[src/hdl/emc_pkg.sv]
// constants, types and shared helpers for the extend mode control block
// assumes a single 200 MHz clock and a sequencer that issues phase strobes
// What this block does
// - decode enable-extended op 000013 and enter extend mode
// - disable op 000011 leaves extend mode only after a jump executes
// - master clear forces extend mode off
// - jump-and-store in extend mode stores a 15-bit program counter
// - jump-and-store keeps bit 1 of the target word unchanged
// - read-keys op copies prior mode flag into accumulator bit 3
// - write-keys op enables on accumulator bit 3 one, disables on zero
// - write-keys disable is deferred until a following jump executes
// - write-keys enable sets the extend flip-flop at next phase one
// - fetch phase four, bits 13 and 15 set: arm set; prior mode left as it is
// - fetch phase four, bit 13 set, bit 15 clear: arm deferred clear
// - both mode ops complete in one fetch cycle of 0.96 us
// - forced call sets extend mode and saves previous mode
// - prior mode cleared by interrupt outside extend mode or master clear
// - saved sector bit refreshed each fetch; drives address bit 15 when off
// - in extend mode indirect index bit becomes address bit 15
package emc_pkg;

  // ***************************************************************
  // opcodes and word layout (bit 1 is the word msb)
  // ***************************************************************
  localparam logic [15:0] EMC_OP_ENABLE  = 16'h000B;  // octal 000013
  localparam logic [15:0] EMC_OP_DISABLE = 16'h0009;  // octal 000011
  localparam int          EMC_BIT1_POS   = 15;        // word bit 1
  localparam int          EMC_BIT2_POS   = 14;        // word bit 2
  localparam int          EMC_BIT3_POS   = 13;        // word bit 3
  localparam int          EMC_PC_NARROW  = 14;
  localparam int          EMC_PC_WIDE    = 15;

  // ***************************************************************
  // timing
  // ***************************************************************
  localparam int EMC_CLK_PERIOD_PS = 5000;
  localparam int EMC_FETCH_TIME_PS = 960000;          // 0.96 us
  localparam int EMC_FETCH_CYCLES  =
    (EMC_FETCH_TIME_PS + EMC_CLK_PERIOD_PS - 1) / EMC_CLK_PERIOD_PS;
  localparam int EMC_TMR_W         = 8;

  // ***************************************************************
  // register map
  // ***************************************************************
  localparam logic [7:0]  EMC_ADDR_CTRL   = 8'h00;
  localparam logic [7:0]  EMC_ADDR_STATUS = 8'h04;
  localparam int          EMC_CTRL_DECEN  = 0;        // decode enable
  localparam int          EMC_CTRL_SWSET  = 1;        // write one: enable
  localparam int          EMC_CTRL_SWCLR  = 2;        // write one: disable
  localparam logic        EMC_DECEN_RST   = 1'b1;
  localparam int          EMC_ST_EXT      = 0;
  localparam int          EMC_ST_PRIOR    = 1;
  localparam int          EMC_ST_DRAIN    = 2;
  localparam int          EMC_ST_SETPEND  = 3;
  localparam int          EMC_ST_SECTOR   = 4;
  localparam int          EMC_ST_BUSY     = 5;

  typedef enum logic [1:0] {
    EMC_MODE_NORMAL = 2'b00,
    EMC_MODE_EXTEND = 2'b01,
    EMC_MODE_DRAIN  = 2'b10
  } emc_mode_t;

  // true when the word is one of the two mode ops
  function automatic logic emc_is_mode_op(input logic [15:0] w);
    emc_is_mode_op = (w == EMC_OP_ENABLE) || (w == EMC_OP_DISABLE);
  endfunction : emc_is_mode_op

endpackage : emc_pkg

[src/hdl/emc_sync2.sv]
// two flip-flop synchroniser for a level from outside the clock domain
// assumes the level is slow compared with the clock
`timescale 1ns/10ps
module emc_sync2 (
  input  wire logic mclk,      // system clock
  input  wire logic rst_b,     // sync reset, active low
  input  wire logic asyncIn,   // level from a pin
  output logic      syncOut    // level in the mclk domain
);

  logic stage1_reg;

  // first stage read only by the second
  always_ff @(posedge mclk) begin
    if (!rst_b) begin
      stage1_reg <= 1'b0;
      syncOut    <= 1'b0;
    end else begin
      stage1_reg <= asyncIn;
      syncOut    <= stage1_reg;
    end
  end

endmodule : emc_sync2

[src/hdl/emc_fetch_timer.sv]
// counts out the fixed execution time of a single-cycle mode op
// assumes a start pulse only while idle; later starts are ignored
`timescale 1ns/10ps
module emc_fetch_timer
  import emc_pkg::*;
(
  input  wire logic mclk,      // system clock
  input  wire logic rst_b,     // sync reset, active low
  input  wire logic start,     // one-cycle start pulse
  output logic      busy,      // timer running
  output logic      done       // one-cycle pulse at the end
);

  localparam logic [EMC_TMR_W-1:0] LAST = EMC_TMR_W'(EMC_FETCH_CYCLES - 1);

  logic [EMC_TMR_W-1:0] count_reg;

  // count from start to the last cycle of the fetch, then pulse done
  always_ff @(posedge mclk) begin
    if (!rst_b) begin
      count_reg <= '0;
      busy      <= 1'b0;
      done      <= 1'b0;
    end else begin
      done <= 1'b0;
      if (!busy && start) begin
        busy      <= 1'b1;
        count_reg <= '0;
      end else if (busy && count_reg == LAST) begin
        busy <= 1'b0;
        done <= 1'b1;
      end else if (busy) begin
        count_reg <= count_reg + 1'b1;
      end
    end
  end

endmodule : emc_fetch_timer

[src/hdl/extend_mode_control.sv]
// extend mode control: mode op decode, mode flip-flops and keys/store hooks
// assumes sequencer strobes run on mclk; master clear button is asynchronous
//
// Added by the designer: register access over APB and the placing of the registers.
`timescale 1ns/10ps
module extend_mode_control
  import emc_pkg::*;
(
  input  wire logic        mclk,              // 200 MHz clock
  input  wire logic        rst_b,             // sync reset, active low
  // apb slave
  input  wire logic        psel,              // apb select
  input  wire logic        penable,           // apb access phase
  input  wire logic        pwrite,            // apb write
  input  wire logic [7:0]  paddr,             // apb byte address
  input  wire logic [31:0] pwdata,            // apb write data
  output logic [31:0]      prdata,            // apb read data
  output logic             pready,            // apb ready
  output logic             pslverr,           // apb error
  // sequencer side
  input  wire logic        masterClearButton, // pushbutton, asynchronous
  input  wire logic        fetchCycle,        // fetch cycle level
  input  wire logic        phaseOne,          // phase one strobe
  input  wire logic        phaseFour,         // phase four strobe
  input  wire logic [15:0] instrWord,         // instruction register
  input  wire logic        jumpOpExec,        // jump op executed, pulse
  input  wire logic        forcedCallStrobe,  // interrupt forced call
  input  wire logic        jumpAndStore,      // store phase of call, pulse
  input  wire logic [14:0] progCounter,       // program counter
  input  wire logic [15:0] targetWordIn,      // old word at store target
  input  wire logic        readKeysOp,        // read-keys op, pulse
  input  wire logic [15:0] keysWordIn,        // keys word from cpu
  input  wire logic        writeKeysOp,       // write-keys op, pulse
  input  wire logic [15:0] accWord,           // accumulator
  input  wire logic        addrHighIn,        // computed address bit 15
  input  wire logic        indirectCycle,     // indirect cycle level
  input  wire logic        indexBit,          // index bit of word
  output logic             extendModeFf,      // extend mode flip-flop
  output logic             priorModeFf,       // prior mode flip-flop
  output logic             setExtendPulse,    // set pulse toward phase one
  output logic [15:0]      storeWord,         // word written by call
  output logic [15:0]      keysWordOut,       // keys word to accumulator
  output logic             operandAddrHigh,   // operand address bit 15
  output logic             indexEnable,       // indexing permitted
  output logic             modeOpBusy,        // mode op timing running
  output logic             modeOpDone         // mode op complete, pulse
);

  // ***************************************************************
  // declarations
  // ***************************************************************
  emc_mode_t   mode_reg;
  emc_mode_t   mode_next;
  logic        prior_reg;
  logic        setPend_reg;
  logic        sector_reg;
  logic        decEn_reg;
  logic        masterClear;
  logic        clearAll;
  logic        apbWrite;
  logic        apbRead;
  logic        addrHit;
  logic        swSet;
  logic        swClr;
  logic        decodeSlot;
  logic        enableOp;
  logic        disableOp;
  logic        keysEnable;
  logic        keysDisable;
  logic        setReq;
  logic        clrReq;
  logic        extendNow;
  logic [15:0] storeNext;
  logic [15:0] keysNext;
  logic [31:0] statusWord;

  // ***************************************************************
  // master clear input
  // ***************************************************************
  // the button comes from a pin, so it is synchronised first
  emc_sync2 u_mclr_sync (
    .mclk    (mclk),
    .rst_b   (rst_b),
    .asyncIn (masterClearButton),
    .syncOut (masterClear)
  );

  assign clearAll = masterClear;

  // ***************************************************************
  // apb slave
  // ***************************************************************
  // zero wait state: every access completes in its first access cycle
  assign pready   = 1'b1;
  assign addrHit  = (paddr == EMC_ADDR_CTRL) || (paddr == EMC_ADDR_STATUS);
  assign apbWrite = psel && penable && pwrite;
  assign apbRead  = psel && penable && !pwrite;
  assign pslverr  = psel && penable && !addrHit;

  // write-one request bits are pulses, they are not stored
  assign swSet = apbWrite && (paddr == EMC_ADDR_CTRL) && pwdata[EMC_CTRL_SWSET];
  assign swClr = apbWrite && (paddr == EMC_ADDR_CTRL) && pwdata[EMC_CTRL_SWCLR];

  // decode enable: lets software mask the mode ops during bring-up
  always_ff @(posedge mclk) begin
    if (!rst_b) begin
      decEn_reg <= EMC_DECEN_RST;
    end else if (apbWrite && paddr == EMC_ADDR_CTRL) begin
      decEn_reg <= pwdata[EMC_CTRL_DECEN];
    end
  end

  // status gathered from the block's own state
  always_comb begin
    statusWord                 = '0;
    statusWord[EMC_ST_EXT]     = extendNow;
    statusWord[EMC_ST_PRIOR]   = prior_reg;
    statusWord[EMC_ST_DRAIN]   = (mode_reg == EMC_MODE_DRAIN);
    statusWord[EMC_ST_SETPEND] = setPend_reg;
    statusWord[EMC_ST_SECTOR]  = sector_reg;
    statusWord[EMC_ST_BUSY]    = modeOpBusy;
  end

  // read data registered in the setup cycle; unmapped reads return zero
  always_ff @(posedge mclk) begin
    if (!rst_b) begin
      prdata <= '0;
    end else if (psel && !penable && !pwrite) begin
      if (paddr == EMC_ADDR_CTRL) begin
        prdata <= {31'h00000000, decEn_reg};
      end else if (paddr == EMC_ADDR_STATUS) begin
        prdata <= statusWord;
      end else begin
        prdata <= '0;
      end
    end
  end

  // ***************************************************************
  // mode op decode
  // ***************************************************************
  // ops are sampled once, in the fetch cycle at phase four
  assign decodeSlot = fetchCycle && phaseFour && decEn_reg;
  assign enableOp   = decodeSlot && (instrWord == EMC_OP_ENABLE);
  assign disableOp  = decodeSlot && (instrWord == EMC_OP_DISABLE);

  // write-keys picks the direction from accumulator bit 3
  assign keysEnable  = writeKeysOp && accWord[EMC_BIT3_POS];
  assign keysDisable = writeKeysOp && !accWord[EMC_BIT3_POS];

  // every source of a set or a deferred clear, software included
  assign setReq = enableOp || keysEnable || swSet;
  assign clrReq = disableOp || keysDisable || swClr;

  // the set pulse is the armed request, seen by the next phase one
  assign setExtendPulse = setPend_reg;

  // ***************************************************************
  // set arm: carries a set request to the next phase one
  // ***************************************************************
  // a new request in the consuming cycle re-arms, so it is never lost
  always_ff @(posedge mclk) begin
    if (!rst_b || clearAll) begin
      setPend_reg <= 1'b0;
    end else if (setReq) begin
      setPend_reg <= 1'b1;
    end else if (clrReq || phaseOne || forcedCallStrobe) begin
      setPend_reg <= 1'b0;
    end
  end

  // ***************************************************************
  // mode state machine
  // ***************************************************************
  // drain holds the mode set until a jump executes
  always_comb begin
    mode_next = mode_reg;
    case (mode_reg)
      EMC_MODE_NORMAL: begin
        if (forcedCallStrobe || (setPend_reg && phaseOne)) begin
          mode_next = EMC_MODE_EXTEND;
        end
      end
      EMC_MODE_EXTEND: begin
        if (forcedCallStrobe) begin
          mode_next = EMC_MODE_EXTEND;
        end else if (clrReq) begin
          mode_next = EMC_MODE_DRAIN;
        end
      end
      EMC_MODE_DRAIN: begin
        // a set arriving with the jump wins over the deferred clear
        if (forcedCallStrobe || (setPend_reg && phaseOne)) begin
          mode_next = EMC_MODE_EXTEND;
        end else if (setReq) begin
          mode_next = EMC_MODE_EXTEND;
        end else if (jumpOpExec) begin
          mode_next = EMC_MODE_NORMAL;
        end
      end
      default: begin
        mode_next = EMC_MODE_NORMAL;
      end
    endcase
  end

  always_ff @(posedge mclk) begin
    if (!rst_b || clearAll) begin
      mode_reg <= EMC_MODE_NORMAL;
    end else begin
      mode_reg <= mode_next;
    end
  end

  // extend mode is set in both extend and drain states
  assign extendNow    = (mode_reg != EMC_MODE_NORMAL);
  assign extendModeFf = extendNow;

  // ***************************************************************
  // prior mode flip-flop
  // ***************************************************************
  // the call strobe samples the mode held just before it is forced on
  always_ff @(posedge mclk) begin
    if (!rst_b || clearAll) begin
      prior_reg <= 1'b0;
    end else if (forcedCallStrobe) begin
      prior_reg <= extendNow;
    end
  end

  assign priorModeFf = prior_reg;

  // ***************************************************************
  // saved sector bit and address bit 15
  // ***************************************************************
  // refreshed at every fetch so a normal-mode program stays in its half
  always_ff @(posedge mclk) begin
    if (!rst_b) begin
      sector_reg <= 1'b0;
    end else if (fetchCycle && phaseOne) begin
      sector_reg <= progCounter[EMC_PC_WIDE-1];
    end
  end

  // indirect words in extend mode give address bit 15 from the index bit
  always_comb begin
    if (!extendNow) begin
      operandAddrHigh = sector_reg;
      indexEnable     = indexBit;
    end else if (indirectCycle) begin
      operandAddrHigh = indexBit;
      indexEnable     = 1'b0;
    end else begin
      operandAddrHigh = addrHighIn;
      indexEnable     = indexBit;
    end
  end

  // ***************************************************************
  // jump-and-store word
  // ***************************************************************
  // bit 1 always survives; bit 2 is only overwritten in extend mode
  always_comb begin
    storeNext                      = targetWordIn;
    storeNext[EMC_PC_NARROW-1:0]   = progCounter[EMC_PC_NARROW-1:0];
    if (extendNow) begin
      storeNext[EMC_BIT2_POS]      = progCounter[EMC_PC_WIDE-1];
    end
    storeNext[EMC_BIT1_POS]        = targetWordIn[EMC_BIT1_POS];
  end

  always_ff @(posedge mclk) begin
    if (!rst_b) begin
      storeWord <= '0;
    end else if (jumpAndStore) begin
      storeWord <= storeNext;
    end
  end

  // ***************************************************************
  // read-keys word
  // ***************************************************************
  always_comb begin
    keysNext               = keysWordIn;
    keysNext[EMC_BIT3_POS] = prior_reg;
  end

  always_ff @(posedge mclk) begin
    if (!rst_b) begin
      keysWordOut <= '0;
    end else if (readKeysOp) begin
      keysWordOut <= keysNext;
    end
  end

  // ***************************************************************
  // mode op execution time
  // ***************************************************************
  // the sequencer may hold its next fetch on busy
  emc_fetch_timer u_timer (
    .mclk  (mclk),
    .rst_b (rst_b),
    .start (decodeSlot && emc_is_mode_op(instrWord)),
    .busy  (modeOpBusy),
    .done  (modeOpDone)
  );

endmodule : extend_mode_control

[config.mk]
export PLATFORM = sky130hd
export DESIGN_NAME = extend_mode_control
export DESIGN_NICKNAME = d
export VERILOG_FILES = /design/src/hdl/emc_pkg.sv /design/src/hdl/emc_sync2.sv /design/src/hdl/emc_fetch_timer.sv /design/src/hdl/extend_mode_control.sv
export SDC_FILE = /design/constraint.sdc
export NUM_CORES = 1
export LEC_CHECK = 0
export ABC_AREA = 1
export BUFFER_PORTS_ARGS = -buffer_cell sky130_fd_sc_hd__buf_2
export CAP_MARGIN = 20
export CORE_MARGIN = 5
export CORE_UTILIZATION = 40
export DETAILED_ROUTE_END_ITERATION = 7
export GPL_ROUTABILITY_DRIVEN = 0
export GPL_TIMING_DRIVEN = 0
export PLACE_DENSITY = 0.81
export SETUP_SLACK_MARGIN = 0.15
export SYNTH_ARGS = -nofsm -noshare
export SYNTH_HDL_FRONTEND = slang
export SYNTH_HIERARCHICAL = 1
export SYNTH_SLANG_ARGS = --single-unit
[constraint.sdc]
create_clock -name mclk -period 1.8 [get_ports mclk]
set_clock_uncertainty 0.2 [all_clocks]
set_input_delay 0 -clock mclk [delete_from_list [all_inputs] [get_ports mclk]]
set_output_delay 0 -clock mclk [all_outputs]
set_load 0.03 [all_outputs]
# Word level (Yosys, flattened, before mapping)
# Index checks and enable logic that the tools add are counted.
[word_totals]
register_bits = 82
in_bits = 136
word_cells = 87
[classes]
add_sub_neg = 1
n_eq_ne = 9
n_mux = 19
bitwise = 2
n_reduce_logical = 43
[op_table]
columns = ["operator", "count"]
rows = [
  ["16-bit by 4-bit == test with 1-bit output (second input constant)", 2],
  ["1-bit logical AND", 19],
  ["2-bit 2-to-1 mux", 6],
  ["6-bit 2-to-1 mux", 2],
  ["1-bit logical OR", 10],
  ["1-bit 2-to-1 mux", 10],
  ["8-bit by 1-bit adder with 8-bit output (second input constant)", 1],
  ["8-bit by 3-bit == test with 1-bit output (second input constant)", 1],
  ["8-bit == test (second input constant)", 1],
  ["8-bit zero test", 1],
  ["1-bit zero test", 6],
  ["2-bit one-hot mux with 3 select lines", 1],
  ["2-bit nonzero test", 3],
  ["4-bit by 3-bit != test with 1-bit output (second input constant)", 1],
  ["3-bit != test (second input constant)", 1],
  ["3-bit AND reduction", 1],
  ["2-bit by 1-bit == test with 1-bit output (second input constant)", 1],
  ["2-bit == test (second input constant)", 1],
  ["2-bit zero test", 1],
  ["2-bit != test (second input constant)", 1],
  ["1-bit inverter", 2],
  ["2-bit AND reduction", 1],
  ["2-bit OR reduction", 1],
]

# Depth between registers and ports, before layout
[logic_depth]
depth_word = 9
mapped_depth = 11

# By module
# Netlist, hierarchy kept.
[by_module_without_submodules]
columns = ["mod", "instances", "cells_per_inst", "area_each_um2"]
rows = [
  ["extend_mode_control", 1, 299, 2102.0],
  ["emc_fetch_timer", 1, 74, 510.5],
  ["emc_sync2", 1, 6, 55.1],
]

# Worst setup path after synthesis
# Ideal clock, no wire load.
[synth_timing]
path_type = "register to register"
from = "register mode_reg[0]"
to = "register mode_reg[0]"
t_arrival_ns = 1.151
t_required_ns = 1.487
setup_slack_ns = 0.336
stages_incl_launch_ff = 9
path_buffers = 0
period_less_slack_ns = 1.464
cell_sequence = "dfxtp_1 > nor2_1 > inv_2 > nor2_1 > nor2_4 > nand2_2 > nand2_1 > nand2_1 > nor2_1"
[synth_via]
elab_chain_cells = 3
elab_cells_between_ends = 8
classes_between = "eq/ne (5); mux (1); reduce/logical (2)"
[synth_rtl]
columns = ["element", "line", "source"]
rows = [
  ["from (decl)", "extend_mode_control.sv:52", "emc_mode_t mode_reg;"],
  ["from (signal assigned)", "extend_mode_control.sv:211", "mode_reg <= mode_next;"],
  ["2-bit == test (tied with other cells)", "extend_mode_control.sv:178", "case (mode_reg)"],
  ["4-bit by 3-bit != test with 1-bit output (no line) (tied with other cells)", "-", ""],
  ["3-bit AND reduction (no line)", "-", ""],
]
# Parallel ways exist; a longest one is shown, timed or not.
# A chain may end at the register's enable or synchronous reset.

# Worst setup path after layout
[layout_timing]
from = "input port penable"
to = "register decEn_reg"
[layout_via]
elab_chain_cells = 3
[layout_rtl]
columns = ["element", "line", "source"]
rows = [
  ["from (decl)", "extend_mode_control.sv:13", "input wire logic penable,"],
  ["1-bit logical AND (2 in a row)", "extend_mode_control.sv:96", "assign apbWrite = psel && penable && pwrite;"],
  ["1-bit logical AND", "extend_mode_control.sv:108", "end else if (apbWrite && paddr == EMC_ADDR_CTRL) begin"],
  ["to (signal assigned)", "extend_mode_control.sv:109", "decEn_reg <= pwdata[EMC_CTRL_DECEN];"],
  ["to (decl)", "extend_mode_control.sv:57", "logic decEn_reg;"],
]
# Every way passes these cells.

==> results.md <==
- Outcome: finished, violations left
- Failing checks: negative hold slack
- Fin Setup TNS: 0 ns
- Port Buffers: ~120
- Seq/Total Area, Yosys: 42.0%
- Cell Int Power: about 1900 uW
- Delay-heaviest family, CP: buffers and inverters
- Comb power frac: 28.7%
- Drt pass-1 iters: 4
- CP cell instances: dlygate4sd3_1 -> buf_2 -> nand2_1 -> nor2_1 -> nand3_1 -> dlygate4sd3_1 -> nand3_1
- Pleak: 0.00221 uW
- Initial DRC count: ~130
- Setup slack, reg-to-reg: approximately 0.21 ns
- Post-synth EDFFs: 0
- Total gr overflow: 0
- Share of post-route cells with drive strength above 1: 32.0%
- Slew Viols, Final: 0
- Sw Share: between 30% and 40%
- Fillers: 501
- Worst hold-check path type: input pin to flip-flop
- Nets: 746
- Drt drc: 0
- Setup violators final: 0
- Fin util: between 60% and 70%
- First-pass GRT wire length: 14200 um
- Largest stage delay, worst path: approximately 0.56 ns
- Post-DRT Antenna Nets: 0
- Largest net degree at the start of global routing: 19
- Seq pwr share: 47.0%
- Worst Path Required: 1.84 ns
- MaxCap Viol Count: 0
- CTS sink cnt: between 50 and 60
- CP arrival: 1.68 ns
- ANT cells: 0
- Reg-to-Reg End: priorModeFf
- WHS Path Cells: 6
- Crit share post-route: 91.3%
- Final Hold Fails: 2
- Initial core utilization: 41.5%
- RSZ-0062 raised after global routing: true
- Crit path buffers/inverters: 3
- R2r startpoint: mode_reg[0]
- Clk pin slew, worst setup/hold paths: around 0.10 ns
- Commonest non-fill, non-tap cell in the layout: buf_2
- Total CTS buffers: 5
- Total wire length: 9090 um
- Post-synth ARST share: 0%
- Root buffer cell: clkbuf_8
- YS warnings: 6
- Reg2reg path depth: 3
- CTS tree: done
- Seq cells post-synth: 56
- Detailed Place HPWL: 5830 um
- Crit. End Element: flip-flop
- Most frequent cells in the layout: buf_2 (122), nor2_1 (89), dlygate4sd3_1 (70)
- I/O pin count: 209
- Pwr Total: 2880 uW
- Worst Setup Start Kind: input pin
- PD cells: 659 nW/um^2
- Synth Flop Type: dfxtp_1
- Layout area overhead: 63.8%
- CP Class: input pin to flip-flop
- Crit path from: penable
- Full die area: 8400 sq um
- Max clock buf depth: 2
- Die Wd: 91.7 um
- Fin crit period: 1.64 ns
- Maximum vdd drop: 0.000554 V
- Hold Path Origin: instrWord[9]
- Vias in the first global route: 3181
- FMAX: between 600 and 700 MHz
- Post-Syn Area per Cell: 7.04 sq um
- Core ar.: 6420 sq um
- Cells after synthesis: 379
- WHS Endpoint: u_timer/busy
- CTS HTree Levels: 2
- Antenna violations before repair: 0
- Worst hold margin: -0.0705 ns
- Yosys cell types: 27
- Max_slew headroom: ~62%
- Mapped Area: 2670 sq um
- Critical path depth: 7
- Crit path max fanout: 3
- Crit-path slowest cell: dlygate4sd3_1
- Via density: 4.70
- Clock power frac: 24.3%
- Die H: 91.7 um
- Worst-margin pin slew: 0.565 ns
- Detailed-route via count: 3229
- Drt wl/cell: 13.2 um
- Skew-Pair Late Insertion Delay: 0.30 ns
- Net switching power: 959 uW
- Row cnt: 29
- Total track usage: between 20% and 30%
-- layer usage --
layer / global-route usage (%) / wire, um / vias up / part of all wire [%]
li1: - / - / 1627 / -
met1: 22.0 / 3450 / 1449 / 38
met2: 37.4 / 4630 / 133 / 51
met3: 6.87 / 817 / 20 / 9.0
met4: 6.28 / 188 / 0 / 2.1
met5: 0 / 0 / - / 0
-- stage by stage --
step	worst slack, ns	cell area, sq um	std cells
2_1_floorplan	0.336	2760	404
6_report	0.157	4370	687
3_3_place_gp	0.104	3470	603
4_1_cts	0.153	4310	684
3_5_place_dp	0.0630	3470	603
5_1_grt	0.0767	4370	687
-- Yosys cell counts, drive strengths merged (2+ instances only) --
cell type / count / area share, %
a21oi: 16 / 3.0
buf: 27 / 7.6
clkbuf: 9 / 1.3
conb: 2 / 0.28
dfxtp: 56 / 42
inv: 30 / 4.2
nand2: 54 / 8.5
nand3: 21 / 4.5
nand3b: 2 / 0.56
nand4: 4 / 0.94
nor2: 101 / 15
nor3: 4 / 0.75
nor4: 2 / 0.47
o211ai: 2 / 0.56
o21ai: 43 / 8.1
xor2: 2 / 0.66
-- power by group through the flow --
stage | combinational [uW] | clock [uW] | sequential [uW]
6_report | 827 | 699 | 1350
5_1_grt | 890 | 765 | 1360
4_1_cts | 797 | 725 | 1350
3_5_place_dp | 674 | 0 | 1370
3_3_place_gp | 666 | 0 | 1370
2_1_floorplan | 335 | 0 | 1490
-- what timing repair did --
| action | in CTS | in global routing |
|---|---|---|
| setup endpoints to repair | 8 | 13 |
| hold buffers | 73 | 1 |
| pin swaps | 0 | 10 |
| hold endpoints to repair | 53 | 2 |
| resized for setup | 3 | 13 |
| setup buffers | 0 | 2 |
-- final cells by class --
type	instances	area [sq um]	area share [%]
clock inverter	3	23.8	0.544
buffer	36	236	5.41
multi-input combinational	282	1330	30.4
clock buffer	5	68.8	1.58
sequential	56	1120	25.7
inverter	30	113	2.58
timing repair buffer	198	1380	31.6
tap	77	96.3	2.21
-- worst min-delay path, delay by kind of cell --
kind	cells	cell delay, ns
buffers and inverters	1	0.09
AND/OR/NAND/NOR	4	0.23
AO/OA/AOI/OAI	1	0.07
-- worst max-delay path by stage --
stage,end,slack (ns)
global route,decEn_reg,0.08
detailed placement,mode_reg[0],0.06
CTS,prdata[2],0.15
global placement,mode_reg[0],0.10
floorplan,mode_reg[0],0.34
finish,decEn_reg,0.16
-- cell families (layout without fill, tap and decap cells) --
logic type	Yosys count	after routing	share of synthesized area, %
xor+xnor	2	2	0.657
simple gates	189	189	31.3
other cells	2	27	0.282
flops	56	56	42.0
fa+ha+maj	1	1	0.469
buf+inv	66	272	13.1
compound gates	63	63	12.1
No activity file was read; power rests on OpenSTA's default activity.
